--- config.mk ---
export PLATFORM = sky130hd
export DESIGN_NAME = mwd_watchdog
export DESIGN_NICKNAME = d
export VERILOG_FILES = /design/src/mwd_pkg.sv /design/src/mwd_tick_if.sv /design/src/mwd_watchdog.sv /design/src/mwd_tick_gen.sv
export SDC_FILE = /design/constraint.sdc
export NUM_CORES = 1
export LEC_CHECK = 0
export ABC_AREA = 1
export BUFFER_PORTS_ARGS = -buffer_cell sky130_fd_sc_hd__buf_2
export CORE_AREA = 2 2 131 133
export CTS_CLUSTER_SIZE = 16
export DETAILED_ROUTE_END_ITERATION = 8
export DIE_AREA = 0 0 133 135
export GPL_ROUTABILITY_DRIVEN = 0
export GPL_TIMING_DRIVEN = 0
export PLACE_DENSITY = 0.66
export SLEW_MARGIN = 5
export SYNTH_ARGS = -nofsm -noshare
export SYNTH_HDL_FRONTEND = slang
export SYNTH_HIERARCHICAL = 1
export SYNTH_SLANG_ARGS = --single-unit
export TNS_END_PERCENT = 10
--- constraint.sdc ---
create_clock -name clk -period 2.9 [get_ports clk]
set_clock_uncertainty 0.2 [all_clocks]
set_input_delay 0.435 -clock clk [delete_from_list [all_inputs] [get_ports clk]]
set_output_delay 0.435 -clock clk [all_outputs]
set_load 0.01 [all_outputs]
--- src/mwd_pkg.sv ---
package mwd_pkg;
	// Widths
	localparam int ADDR_W = 8;
	localparam int DATA_W = 32;
	localparam int CNT_W  = 16;
	localparam int FREQ_W = 7;
	localparam int US_W   = 10;

	// Field positions of the control word
	localparam int TMO_LSB  = 0;
	localparam int TMO_MSB  = 15;
	localparam int LIVE_LSB = 16;
	localparam int LIVE_MSB = 31;

	// Register offsets
	localparam logic [ADDR_W-1:0] OFF_FREQ = 8'h51;
	localparam logic [ADDR_W-1:0] OFF_CTRL = 8'hD6;
	localparam logic [ADDR_W-1:0] OFF_KEY  = 8'hD7;

	// Reset values and codes
	localparam logic [CNT_W-1:0]  TIMEOUT_RST = 16'h03E8;
	localparam logic [CNT_W-1:0]  COUNT_RST   = 16'h0000;
	localparam logic [CNT_W-1:0]  COUNT_LAST  = 16'h0001;
	localparam logic [CNT_W-1:0]  COUNT_STEP  = 16'h0001;
	localparam logic [DATA_W-1:0] KEY_DISABLE = 32'h0D15AB1E;
	localparam logic [DATA_W-1:0] KEY_ENABLE  = 32'h00000000;
	localparam logic [DATA_W-1:0] RD_IDLE     = 32'h00000000;
	localparam logic [FREQ_W-1:0] FREQ_RST    = 7'h19;
	localparam logic [FREQ_W-1:0] FREQ_MIN    = 7'h05;
	localparam logic [FREQ_W-1:0] FREQ_MAX    = 7'h64;
	localparam logic [FREQ_W-1:0] FREQ_STEP   = 7'h01;
	localparam logic [US_W-1:0]   US_STEP     = 10'h001;

	// Tick period, 1 ms, as a count of microseconds
	localparam int TICK_MS   = 1;
	localparam int US_PER_MS = 1000;
	localparam int TICK_US   = TICK_MS * US_PER_MS;

	// Watchdog states
	typedef enum logic [2:0] {
		MWD_OFF  = 3'h1,
		MWD_RUN  = 3'h2,
		MWD_FIRE = 3'h4
	} mwd_state_e;
endpackage

--- src/mwd_tick_if.sv ---
`timescale 1ns/100ps
// Link between the watchdog core and its millisecond tick source
interface mwd_tick_if;
	logic [mwd_pkg::FREQ_W-1:0] freqMhz;
	logic                       run;
	logic                       restart;
	logic                       tick;

	modport core (output freqMhz, output run, output restart, input tick);
	modport gen  (input freqMhz, input run, input restart, output tick);
endinterface

--- src/mwd_watchdog.sv ---
// Our own choice: the address-and-strobe port.
`timescale 1ns/100ps
// Contract
// - Countdown steps once per 1 ms tick.
// - Timeout spans 1 to 65535 ms through a 16-bit field.
// - Counter runs only in full power state; otherwise it holds.
// - Bad inverse half gets a NACK; a good word is stored and ACKed.
// - Countdown expiry while enabled pulses the tile reset.
// - Software kicks periodically; each accepted kick restarts the count.
// - Live count reads in control bits 31:16, zero after reset.
// - Timeout sits in control bits 15:0, resets to 1000.
// - Writing zero to the key register enables counting.
// - Writing the disable code clears and stops the counter.
// - Key register resets to the disable code; watchdog off.
// - Tick derives from the clock using the programmed MHz figure.
module mwd_watchdog #(
	parameter logic [mwd_pkg::US_W-1:0] US_PER_TICK =
		mwd_pkg::US_W'(mwd_pkg::TICK_US)
) (
	input  wire logic        clk,
	input  wire logic        rst_n,
	input  wire logic        clkEn,
	input  wire logic        fullPowerState,
	input  wire logic [7:0]  regAddr,
	input  wire logic [31:0] regWrData,
	input  wire logic        regWr,
	input  wire logic        regRd,
	output logic      [31:0] regRdData,
	output logic             wrAck,
	output logic             wrNack,
	output logic             tileReset
);
	mwd_tick_if tk ();

	mwd_pkg::mwd_state_e             state_q;
	logic [mwd_pkg::CNT_W-1:0]       count_q;
	logic [mwd_pkg::CNT_W-1:0]       timeout_q;
	logic [mwd_pkg::DATA_W-1:0]      key_q;
	logic [mwd_pkg::FREQ_W-1:0]      freq_q;
	logic [mwd_pkg::DATA_W-1:0]      rdData_q;
	logic                            wrAck_q;
	logic                            wrNack_q;
	logic                            tileReset_q;

	logic                            wrCtrl;
	logic                            wrKey;
	logic                            wrFreq;
	logic                            ctrlGood;
	logic                            freqGood;
	logic                            keyEnable;
	logic                            keyDisable;
	logic                            startNow;
	logic                            kickNow;
	logic                            fireNow;
	logic                            isOff;

	// Address match for one register
	function automatic logic hitReg(
		input logic [mwd_pkg::ADDR_W-1:0] a,
		input logic [mwd_pkg::ADDR_W-1:0] off
	);
		return a == off;
	endfunction

	// Upper half must be the exact inverse of the lower half
	function automatic logic complOk(input logic [31:0] w);
		return w[mwd_pkg::LIVE_MSB:mwd_pkg::LIVE_LSB] ==
			~w[mwd_pkg::TMO_MSB:mwd_pkg::TMO_LSB];
	endfunction

	// Frequency word within the accepted MHz range
	function automatic logic freqOk(input logic [31:0] w);
		return w >= mwd_pkg::DATA_W'(mwd_pkg::FREQ_MIN) &&
			w <= mwd_pkg::DATA_W'(mwd_pkg::FREQ_MAX);
	endfunction

	// Write decode
	assign wrCtrl = regWr && hitReg(regAddr, mwd_pkg::OFF_CTRL);
	assign wrKey  = regWr && hitReg(regAddr, mwd_pkg::OFF_KEY);
	assign wrFreq = regWr && hitReg(regAddr, mwd_pkg::OFF_FREQ);
	assign isOff  = (state_q == mwd_pkg::MWD_OFF);

	assign ctrlGood = wrCtrl && complOk(regWrData);
	// Range check on the MHz figure
	assign freqGood = wrFreq && freqOk(regWrData);

	assign keyEnable  = wrKey && (regWrData == mwd_pkg::KEY_ENABLE);
	assign keyDisable = wrKey && (regWrData == mwd_pkg::KEY_DISABLE);

	// Events that restart the countdown
	assign startNow = keyEnable && isOff;
	assign kickNow  = ctrlGood && !isOff;

	// Expiry on the last tick, unless a write overrides it
	assign fireNow = (state_q == mwd_pkg::MWD_RUN) && tk.tick &&
		(count_q <= mwd_pkg::COUNT_LAST) && !keyDisable && !kickNow;

	// Tick source controls
	// Prescaler runs only full_power_state and enabled
	assign tk.freqMhz = freq_q;
	assign tk.run     = (state_q == mwd_pkg::MWD_RUN) && fullPowerState;
	assign tk.restart = startNow || kickNow || keyDisable;

	mwd_tick_gen #(
		.US_PER_TICK (US_PER_TICK)
	) u_tick (
		.clk   (clk),
		.rst_n (rst_n),
		.clkEn (clkEn),
		.tk    (tk)
	);

	// Watchdog state and live count
	always_ff @(posedge clk or negedge rst_n) begin
		if (!rst_n) begin
			state_q <= mwd_pkg::MWD_OFF;
			count_q <= mwd_pkg::COUNT_RST;
		end else if (clkEn) begin
			if (keyDisable) begin
				state_q <= mwd_pkg::MWD_OFF;
				count_q <= mwd_pkg::COUNT_RST;
			end else if (startNow) begin
				state_q <= mwd_pkg::MWD_RUN;
				count_q <= timeout_q;
			end else if (kickNow) begin
				state_q <= mwd_pkg::MWD_RUN;
				count_q <= regWrData[mwd_pkg::TMO_MSB:mwd_pkg::TMO_LSB];
			end else begin
				case (state_q)
					mwd_pkg::MWD_OFF: begin
						// Other key values keep it off
						state_q <= mwd_pkg::MWD_OFF;
					end
					mwd_pkg::MWD_RUN: begin
						if (fireNow) begin
							state_q <= mwd_pkg::MWD_FIRE;
						end else if (tk.tick) begin
							count_q <= mwd_pkg::CNT_W'(count_q -
								mwd_pkg::COUNT_STEP);
						end
					end
					mwd_pkg::MWD_FIRE: begin
						state_q <= mwd_pkg::MWD_RUN;
						count_q <= timeout_q;
					end
					default: begin
						state_q <= mwd_pkg::MWD_OFF;
						count_q <= mwd_pkg::COUNT_RST;
					end
				endcase
			end
		end
	end

	// Timeout field
	always_ff @(posedge clk or negedge rst_n) begin
		if (!rst_n) begin
			timeout_q <= mwd_pkg::TIMEOUT_RST;
		end else if (clkEn && ctrlGood) begin
			timeout_q <= regWrData[mwd_pkg::TMO_MSB:mwd_pkg::TMO_LSB];
		end
	end

	// Key register, stored whatever is written
	always_ff @(posedge clk or negedge rst_n) begin
		if (!rst_n) begin
			// Key resets to the disable code
			key_q <= mwd_pkg::KEY_DISABLE;
		end else if (clkEn && wrKey) begin
			key_q <= regWrData;
		end
	end

	// Oscillator MHz figure
	always_ff @(posedge clk or negedge rst_n) begin
		if (!rst_n) begin
			freq_q <= mwd_pkg::FREQ_RST;
		end else if (clkEn && freqGood) begin
			freq_q <= regWrData[mwd_pkg::FREQ_W-1:0];
		end
	end

	// Write answer, one cycle after the strobe
	always_ff @(posedge clk or negedge rst_n) begin
		if (!rst_n) begin
			wrAck_q  <= 1'b0;
			wrNack_q <= 1'b0;
		end else if (clkEn) begin
			// ACK good words, NACK the rest
			wrAck_q  <= ctrlGood || wrKey || freqGood;
			wrNack_q <= regWr && !(ctrlGood || wrKey || freqGood);
		end
	end

	// Read data, valid only in the cycle after the strobe
	always_ff @(posedge clk or negedge rst_n) begin
		if (!rst_n) begin
			rdData_q <= mwd_pkg::RD_IDLE;
		end else if (clkEn) begin
			if (regRd && hitReg(regAddr, mwd_pkg::OFF_CTRL)) begin
				rdData_q <= {count_q, timeout_q};
			end else if (regRd && hitReg(regAddr, mwd_pkg::OFF_KEY)) begin
				rdData_q <= key_q;
			end else if (regRd && hitReg(regAddr, mwd_pkg::OFF_FREQ)) begin
				rdData_q <= mwd_pkg::DATA_W'(freq_q);
			end else begin
				rdData_q <= mwd_pkg::RD_IDLE;
			end
		end
	end

	// Tile reset pulse
	always_ff @(posedge clk or negedge rst_n) begin
		if (!rst_n) begin
			tileReset_q <= 1'b0;
		end else if (clkEn) begin
			tileReset_q <= fireNow;
		end
	end

	// Outputs straight from flops
	assign regRdData = rdData_q;
	assign wrAck     = wrAck_q;
	assign wrNack    = wrNack_q;
	assign tileReset = tileReset_q;
endmodule

--- src/mwd_tick_gen.sv ---
`timescale 1ns/100ps
// Millisecond tick from the system clock and the programmed MHz figure
module mwd_tick_gen #(
	parameter logic [mwd_pkg::US_W-1:0] US_PER_TICK =
		mwd_pkg::US_W'(mwd_pkg::TICK_US)
) (
	input  wire logic clk,
	input  wire logic rst_n,
	input  wire logic clkEn,
	mwd_tick_if.gen   tk
);
	logic [mwd_pkg::FREQ_W-1:0] usCnt_q;
	logic [mwd_pkg::US_W-1:0]   msCnt_q;
	logic                       tick_q;
	logic                       usWrap;
	logic                       msWrap;

	// End of one microsecond and of one millisecond
	assign usWrap = (usCnt_q == mwd_pkg::FREQ_W'(tk.freqMhz -
		mwd_pkg::FREQ_STEP));
	assign msWrap = (msCnt_q == mwd_pkg::US_W'(US_PER_TICK -
		mwd_pkg::US_STEP));
	assign tk.tick = tick_q;

	always_ff @(posedge clk or negedge rst_n) begin
		if (!rst_n) begin
			usCnt_q <= '0;
			msCnt_q <= '0;
		end else if (clkEn) begin
			if (tk.restart) begin
				usCnt_q <= '0;
				msCnt_q <= '0;
			end else if (tk.run) begin
				if (usWrap) begin
					usCnt_q <= '0;
					msCnt_q <= msWrap ? '0 :
						mwd_pkg::US_W'(msCnt_q + mwd_pkg::US_STEP);
				end else begin
					usCnt_q <= mwd_pkg::FREQ_W'(usCnt_q + mwd_pkg::FREQ_STEP);
				end
			end
		end
	end

	always_ff @(posedge clk or negedge rst_n) begin
		if (!rst_n) begin
			tick_q <= 1'b0;
		end else if (clkEn) begin
			tick_q <= tk.run && !tk.restart && usWrap && msWrap;
		end
	end
endmodule

==> results of run 1 <==
## state kept, by name, summed over array words and instances, names as in the netlist
signal          flops
timeout_q          16
tileReset           1
key_q              32
regRdData          32
u_tick/usCnt_q      7
freq_q              7
u_tick/tk.tick      1
wrNack              1
u_tick/msCnt_q     10
wrAck               1
state_q             3
count_q            16
## critical path: stages, from the launching register on
cell and delay, ns:
dfstp_2 0.55, inv_1 0.09, nor3_4 0.24, nand3_1 0.11
nor2_1 0.21, nand3_2 0.21, nand3_4 0.20, o21ai_1 0.14
inv_2 0.13, nand4_1 0.14, nor2_1 0.12, nand2_1 0.07
xor2_1 0.14, nor2_1 0.06
## per-stage QoR
stage          hold slack (ns)  util (%)  cells  power, mW
2_1_floorplan          -0.0606         -   1197       2.09
6_report                0.0567      57.4   1531       4.40
4_1_cts                 0.0471      57.1   1530       4.43
5_1_grt                 0.0684      57.4   1531       4.56
3_5_place_dp             0.196      53.5   1497       2.29
3_3_place_gp             0.262      53.3   1496       2.28
## report_power, final
part           internal, mW  switching, mW  total (mW)
clock                  1.31          0.823        2.14
sequential             1.82         0.0327        1.86
combinational         0.124          0.288       0.412
total                  3.26           1.14        4.40
## what timing repair did
action	CTS	global route
hold buffers	1	0
endpoints found under the hold margin	28	0
pin swaps	0	1
buffers inserted	0	1
resized for setup	1	5
setup endpoints to repair	7	14
## per-layer routing
layer / vias to the layer above / track usage [%] / part of all wire, %
met5: - / 0 / 0
met4: 0 / 15.2 / 4.7
met3: 65 / 5.56 / 8.2
met2: 367 / 45.3 / 44
met1: 3753 / 42.1 / 43
li1: 4052 / - / -
## layout by cell type (no fill, tap or decap), types with 17 or more instances in the layout
cell type,n
inv_2,22
nor2_1,157
buf_2,82
dfstp_2,25
nand2_2,25
clkbuf_1,27
a21oi_1,66
inv_1,93
clkbuf_16,17
dfrtp_1,102
o21ai_0,58
o21ai_1,24
nand3_1,73
nand2_1,400
nand4_1,37
## cell type report
class | instances | area share, %
multi-input cells | 916 | 45.3
flip-flops and latches | 127 | 34.1
clock buffers | 20 | 4.85
repair buffers | 82 | 4.75
inverters | 117 | 4.68
well taps | 220 | 2.93
plain buffers | 37 | 1.99
clock inverters | 12 | 1.44
## kinds of logic (layout without fill, tap and decap cells)
family	after synthesis	count (layout)	share of synthesized area [%]
buffers and inverters	154	268	7.77
XOR/XNOR	14	14	1.52
adder cells (fa/ha/maj)	5	5	0.776
multiplexers	1	1	0.140
AO/OA/AOI/OAI	153	153	9.77
flip-flops	127	127	39.8
AND/OR/NAND/NOR	743	743	40.2
## path summary, 6_finish.rpt
check,start,to,depth (start not counted)
hold reg to reg,regRdData[1],regRdData[1],1
min in group asynchronous,rst_n,regRdData[2],2
setup / recovery,state_q[0],u_tick/usCnt_q[6],13
max in group asynchronous,rst_n,key_q[13],3
setup reg to reg,state_q[0],u_tick/usCnt_q[6],13
hold / removal,clkEn,u_tick/tk.tick,2
==> impl_metrics.py, run 1 <==
metrics = {
    "route": {
        "drt_iter0_markers": 572,
        "detail-route-antenna-nets": 0,
        "dr.pass1.iters": 6,
        "routed_via_density": 5.38,
        "wire_per_inst_um": 17.2,
        "totalWireLength_um": 26300,
        "drc": 0,
        "vias": 8237,
    },
    "cells_and_area": {
        "fillerInstances": 1599,
        "nNetsFinal": 1349,
        "syn2layout_area_growth_pct": 16.7,
        "diodes": 0,
        "final_cell_area_um2": 9410,
        "regArea_um2": 3210,
        "multi_input_area_um2": 4260,
        "drive_gt1_share_pct": 17.1,
    },
    "place": {
        "port_buffers": 79,
        "hpwl_um": 20600,
        "place_ws_ns": -0.461,
        "placed_cell_area_um2": 8770,
    },
    "yosys": {
        "syn_nets": 1248,
        "synth_ff_type": "dfrtp_1",
        "async_reset_ff_share_pct": 100,
        "synth_area_um2": 8070,
        "ys_ff_latch": 127,
        "netlist.area_leader.share_pct": 31.6,
        "yosysUniqueCellTypes": 47,
        "synth-seq-area-share_pct": 39.8,
        "synth_top_cell_by_area": "dfrtp_1",
        "yosysWarnings": 6,
        "synth-edff-count": 0,
        "avgSynthCellArea_um2": 6.74,
        "synth.most_common_cell": "nand2_1",
        "syn_inst": 1197,
        "synthTopCellsByArea": "dfrtp_1 (32%), nand2_1 (19%), dfstp_2 (8.1%), nor2_1 (7.3%), nand3_1 (4.7%)",
        "synthTopCellsByCount": "nand2_1 (400), nor2_1 (157), dfrtp_1 (102), inv_1 (93), nand3_1 (76)",
    },
    "cts": {
        "cts_root_buffer": "clkbuf_16",
        "clock_sinks": 127,
        "numCtsBuffers": 17,
        "clockBufferDepth": 2,
        "cts_tree": "built",
        "cts_max_level": 4,
        "clk_pin_slew_ns": 0.06,
        "insertion_delay_ns": 0.43,
    },
    "die": {
        "initial_core_util_pct": 49.2,
        "std_cell_rows": 47,
        "core_area_um2": 16400,
        "die_y_um": 135,
        "dieArea_um2": 18000,
        "die_w_um": 133,
        "ios": 81,
    },
    "grt": {
        "grt_pass1_vias": 7503,
        "grt_antenna_before_repair": 0,
        "grt_pass1_wl_um": 41200,
        "grt_max_degree": 83,
        "track_usage_pct": 30.2,
        "grt_overflow": 0,
    },
    "timing": {
        "slew_viol_final": 0,
        "setup_violations": 0,
        "tightest_slew_ns": 0.689,
        "finalSetupTns_ns": 0,
        "fin_ws_ns": 0.163,
        "maxSlewHeadroom_pct": 54.0,
        "finalHoldViolCount": 0,
        "period_minus_slack_ns": 2.74,
        "finalCritPeriodShare_pct": 94.4,
        "max_freq_ghz": 0.365,
    },
    "setup_path": {
        "cp.arrival_ns": 2.85,
        "path_max_fanout": 7,
        "path_class": "flip-flop to flip-flop",
        "rrSetupSlack_ns": 0.16,
        "cp.required_ns": 3.01,
        "end_kind": "flip-flop",
        "startpoint_type": "flip-flop",
    },
    "run": {
        "maxCapViolations": 0,
    },
    "worst_hold_path": {
        "hold_path.class": "input port to flip-flop",
    },
    "power_and_ir_drop": {
        "cellPowerDensity_nw_per_um2": 468,
        "max-vdd-ir-drop_uv": 383,
        "p_leak_nw": 4.72,
    },
    "run_status": {
        "outcome": "finished, final reports clean",
    },
}
No activity file was read; power rests on OpenSTA's default activity.
==> run 2: changes to the inputs <==
--- a/config.mk
+++ b/config.mk
@@ -14,6 +14,7 @@
 export GPL_ROUTABILITY_DRIVEN = 0
 export GPL_TIMING_DRIVEN = 0
 export PLACE_DENSITY = 0.66
+export RECOVER_POWER = 25
 export SLEW_MARGIN = 5
 export SYNTH_ARGS = -nofsm -noshare
 export SYNTH_HDL_FRONTEND = slang
==> impl_metrics.py, run 2 (synthesis gave the netlist of run 1 again) <==
metrics = {
    "run_status": {
        "outcome": "finished, final reports clean",
    },
    "die": {
        "die_y_um": 135,
        "die_w_um": 133,
        "initial_core_util_pct": 49.2,
        "core_area_um2": 16400,
        "std_cell_rows": 47,
        "ios": 81,
        "dieArea_um2": 18000,
    },
    "setup_path": {
        "cp.arrival_ns": 2.86,
        "r2r-start": "state_q[0]",
        "slowest_stage": "dfstp_2",
        "path_class": "flip-flop to flip-flop",
        "end_kind": "flip-flop",
        "cpPeakStageDelay_ns": 0.55,
        "crit_top_cell": "nor2_1",
        "path_cells": "inv_1, nor3_4, nand3_1, nor2_1, nand3_2, nand3_4, o21ai_1, inv_2, nand4_1, nor2_1, nand2_1, xor2_1, nor2_1",
        "path_max_fanout": 7,
        "timing.rr.end": "u_tick/usCnt_q[6]",
        "rrSetupSlack_ns": 0.15,
        "reg2regPathDepth": 13,
        "startpoint_type": "flip-flop",
        "cp.required_ns": 3.01,
    },
    "cells_and_area": {
        "drive_gt1_share_pct": 15.6,
        "fin_util_pct": 57.1,
        "syn2layout_area_growth_pct": 16.1,
        "layout_commonest_cell": "nand2_1",
        "nNetsFinal": 1349,
        "diodes": 0,
        "final_cell_count_no_fill": 1531,
        "final_cell_mix": "nand2_1 (400), nor2_1 (157), dfrtp_1 (102)",
        "fillerInstances": 1606,
        "multi_input_area_um2": 4260,
        "regArea_um2": 3210,
    },
    "timing": {
        "period_minus_slack_ns": 2.75,
        "finalSetupTns_ns": 0,
        "fin_ws_ns": 0.155,
        "slew_viol_final": 0,
        "finalHoldViolCount": 0,
        "setup_violations": 0,
        "maxSlewHeadroom_pct": 23.7,
        "max_freq_ghz": 0.364,
        "finalCritPeriodShare_pct": 94.7,
        "tightest_slew_ns": 1.14,
    },
    "grt": {
        "grt_overflow": 0,
        "grt_pass1_vias": 7503,
        "grt_max_degree": 83,
        "grt_pass1_wl_um": 41200,
        "grt_antenna_before_repair": 0,
        "track_usage_pct": 30.2,
    },
    "place": {
        "place_ws_ns": -0.461,
        "port_buffers": 79,
        "dp_cells": 1497,
        "hpwl_um": 20600,
    },
    "cts": {
        "cts_max_level": 4,
        "insertion_delay_ns": 0.43,
        "cts_tree": "built",
        "numCtsBuffers": 17,
        "cts_root_buffer": "clkbuf_16",
        "clk_pin_slew_ns": 0.06,
        "clockBufferDepth": 2,
        "clock_sinks": 127,
    },
    "power_and_ir_drop": {
        "max-vdd-ir-drop_uv": 384,
        "cellPowerDensity_nw_per_um2": 470,
        "total_power_mw": 4.40,
        "p_leak_nw": 4.64,
    },
    "route": {
        "drt_iter0_markers": 680,
        "detail-route-antenna-nets": 0,
        "vias": 8277,
        "routed_via_density": 5.41,
        "dr.pass1.iters": 8,
        "totalWireLength_um": 26400,
        "drc": 0,
        "wire_per_inst_um": 17.2,
    },
    "worst_hold_path": {
        "min_to": "u_tick/tk.tick",
        "hold_start": "clkEn",
        "hold_path.class": "input port to flip-flop",
        "min_path_cells": 2,
    },
    "run": {
        "maxCapViolations": 0,
    },
}
[run 2: cell count changes in the layout (fill, tap and decap cells not counted)]
| cell | previous run | this run |
|---|---|---|
| buf_2 | 82 | 62 |
| clkbuf_1 | 27 | 47 |
| buf_16 | 1 | 0 |
| clkbuf_2 | 1 | 2 |
[run 2: routing by layer]
metal	vias to the layer above	GRT usage [%]	share of wire [%]
li1	4056	-	-
met1	3792	42.1	43
met2	367	45.3	44
met3	62	5.56	8.0
met4	0	15.2	4.6
met5	-	0	0
[run 2: area by class of cell]
cell class | instances | area share (%)
Clock inverter | 12 | 1.44
Multi-Input combinational cell | 916 | 45.5
Buffer | 37 | 2.00
Inverter | 117 | 4.70
Tap cell | 220 | 2.94
Timing Repair Buffer | 82 | 4.26
Clock buffer | 20 | 4.88
Sequential cell | 127 | 34.3
[run 2: worst max path at each step]
stage	start	to	slack, ns
4_1_cts	state_q[0]	u_tick/usCnt_q[6]	0.01
5_1_grt	state_q[0]	u_tick/usCnt_q[6]	-0.04
6_report	state_q[0]	u_tick/usCnt_q[6]	0.15
3_3_place_gp	rst_n	key_q[22]	-0.55
2_1_floorplan	regWrData[13]	u_tick/usCnt_q[5]	0.41
3_5_place_dp	regAddr[5]	u_tick/msCnt_q[2]	-0.46
[run 2: stage by stage]
stage               hold WS, ns  cell area, µm²
floorplan               -0.0606            8070
global placement          0.262            8740
detailed placement        0.196            8770
CTS                      0.0471            9370
global route             0.0684            9360
finish                   0.0566            9360
[run 2: report_power, final]
part	internal, mW	switching [mW]	leakage [nW]	total, mW
combinational	0.117	0.288	2.73	0.405
clock	1.31	0.824	0.279	2.14
sequential	1.82	0.0334	1.64	1.86
[run 2: repair_timing]
action	CTS	global route
setup buffers	0	1
endpoints found under the hold margin	28	0
resized for setup	1	5
setup endpoints to repair	7	14
hold buffers	1	0
pin swaps	0	1
[run 2: critical path: cells and delay by family, from the launching register on]
kind	cells	cell delay [ns]
AO/OA/AOI/OAI	1	0.14
buffers and inverters	2	0.23
AND/OR/NAND/NOR	9	1.36
XOR/XNOR	1	0.14
flip-flops	1	0.55
==> run 3: changes to the inputs <==
==> constraint.sdc (replaced) <==
create_clock -name clk -period 2.95 [get_ports clk]
set_clock_uncertainty 0.2 [all_clocks]
set_input_delay 0.4425 -clock clk [delete_from_list [all_inputs] [get_ports clk]]
set_output_delay 0.4425 -clock clk [all_outputs]
set_load 0.01 [all_outputs]
==> impl_metrics.py, run 3 (synthesis gave the netlist of run 1 again) <==
metrics = {
    "cells_and_area": {
        "layout_commonest_cell": "nand2_1",
        "syn2layout_area_growth_pct": 16.0,
        "drive_gt1_share_pct": 15.5,
        "final_cell_mix": "nand2_1 (400), nor2_1 (157), dfrtp_1 (102)",
        "nNetsFinal": 1349,
        "diodes": 0,
        "fillerInstances": 1606,
    },
    "cts": {
        "cts_root_buffer": "clkbuf_16",
        "clock_sinks": 127,
        "clockBufferDepth": 2,
        "clk_pin_slew_ns": 0.06,
        "cts_tree": "built",
        "cts_max_level": 4,
        "numCtsBuffers": 17,
        "insertion_delay_ns": 0.43,
    },
    "route": {
        "vias": 8331,
        "wire_per_inst_um": 17.2,
        "detail-route-antenna-nets": 0,
        "drc": 0,
        "dr.pass1.iters": 5,
        "routed_via_density": 5.44,
        "drt_iter0_markers": 756,
        "totalWireLength_um": 26400,
    },
    "power_and_ir_drop": {
        "power_frac_seq_pct": 42.2,
        "p_int_mw": 3.20,
        "p_switching_mw": 1.12,
        "pwr-share-comb_pct": 9.2,
        "p_leak_nw": 4.64,
        "p_clk_share_pct": 48.5,
        "max-vdd-ir-drop_uv": 376,
        "sw_frac_of_total_pct": 26.0,
        "cellPowerDensity_nw_per_um2": 462,
    },
    "die": {
        "ios": 81,
        "core_area_um2": 16400,
        "std_cell_rows": 47,
        "die_w_um": 133,
        "die_y_um": 135,
        "initial_core_util_pct": 49.2,
        "dieArea_um2": 18000,
    },
    "timing": {
        "slew_viol_final": 0,
        "finalHoldViolCount": 0,
        "fin_hold_ws_ns": 0.0666,
        "fin_ws_ns": 0.203,
        "tightest_slew_ns": 1.14,
        "period_minus_slack_ns": 2.75,
        "maxSlewHeadroom_pct": 23.9,
        "setup_violations": 0,
        "finalCritPeriodShare_pct": 93.1,
        "max_freq_ghz": 0.364,
        "finalSetupTns_ns": 0,
    },
    "setup_path": {
        "end_kind": "flip-flop",
        "r2r-start": "state_q[0]",
        "cp.required_ns": 3.06,
        "reg2regPathDepth": 13,
        "startpoint_type": "flip-flop",
        "cp.arrival_ns": 2.86,
        "rrSetupSlack_ns": 0.20,
        "timing.rr.end": "u_tick/usCnt_q[6]",
        "path_class": "flip-flop to flip-flop",
        "path_max_fanout": 7,
    },
    "place": {
        "hpwl_um": 20600,
        "place_ws_ns": -0.419,
        "port_buffers": 79,
    },
    "worst_hold_path": {
        "min_to": "u_tick/tk.tick",
        "min_path_cells": 2,
        "hold_path.class": "input port to flip-flop",
        "hold_start": "clkEn",
    },
    "run": {
        "maxCapViolations": 0,
    },
    "grt": {
        "track_usage_pct": 30.2,
        "grt_max_degree": 83,
        "grt_pass1_wl_um": 41200,
        "grt_antenna_before_repair": 0,
        "grt_overflow": 0,
        "grt_pass1_vias": 7503,
    },
    "run_status": {
        "outcome": "finished, final reports clean",
    },
}
==> run 3: cell count changes in the layout (fill, tap and decap cells not counted) <==
| cell | delta |
|---|---|
| nand3_2 | -1 |
| nand3_1 | +1 |
==> run 3: what timing repair did <==
action	4_1_cts	5_1_grt
endpoints found under the setup margin	0	13
resized for setup	0	6
setup buffers	0	1
hold buffers	1	0
endpoints found under the hold margin	28	0
==> run 3: power groups by stage <==
| stage | Combinational [mW] | Clock, mW | Sequential (mW) |
|---|---|---|---|
| 2_1_floorplan | 0.195 | 0 | 1.86 |
| 3_3_place_gp | 0.393 | 0 | 1.85 |
| 3_5_place_dp | 0.400 | 0 | 1.85 |
| 4_1_cts | 0.403 | 2.13 | 1.82 |
| 5_1_grt | 0.442 | 2.20 | 1.83 |
| 6_report | 0.398 | 2.10 | 1.82 |
==> run 3: worst max-delay path, stage by stage, from the launching register on <==
cell,delay [ns]
dfstp_2,0.55
inv_1,0.09
nor3_4,0.24
nand3_1,0.11
nor2_1,0.14
nand3_1,0.25
nand3_4,0.23
o21ai_1,0.14
inv_2,0.14
nand4_1,0.14
nor2_1,0.12
nand2_1,0.07
xor2_1,0.14
nor2_1,0.06
==> run 3: through the flow <==
stage | utilization, % | power [mW] | area [µm²] | cells
floorplan | - | 2.05 | 8070 | 1197
global placement | 53.3 | 2.25 | 8740 | 1496
detailed placement | 53.5 | 2.25 | 8770 | 1497
CTS | 57.1 | 4.35 | 9370 | 1530
global route | 57.0 | 4.47 | 9360 | 1531
finish | 57.0 | 4.32 | 9360 | 1531
==> run 3: how the worst max path moves through the flow <==
stage | end | slack (ns) | start | cells past startpoint
floorplan | u_tick/usCnt_q[5] | 0.45 | regWrData[13] | 14
global placement | key_q[22] | -0.50 | rst_n | 1
detailed placement | u_tick/msCnt_q[2] | -0.42 | regAddr[5] | 15
CTS | u_tick/msCnt_q[2] | 0.03 | state_q[0] | 11
global route | u_tick/usCnt_q[6] | -0.01 | state_q[0] | 13
finish | u_tick/usCnt_q[6] | 0.20 | state_q[0] | 13
==> run 3: layout make-up <==
| cell class | instances | area [µm²] | share of cell area [%] |
|---|---|---|---|
| sequential | 127 | 3210 | 34.3 |
| buffer | 37 | 188 | 2.01 |
| multi-input combinational | 916 | 4250 | 45.5 |
| clock buffer | 20 | 457 | 4.88 |
| timing repair buffer | 82 | 399 | 4.27 |
| inverter | 117 | 440 | 4.71 |
| clock inverter | 12 | 135 | 1.44 |
| tap | 220 | 275 | 2.94 |
==> run 3: layer usage <==
metal | up-vias | part of all wire (%) | GRT usage, %
met4 | 0 | 4.6 | 15.2
met5 | - | 0 | 0
li1 | 4050 | - | -
met3 | 66 | 8.7 | 5.56
met1 | 3815 | 43 | 42.1
met2 | 400 | 44 | 45.3
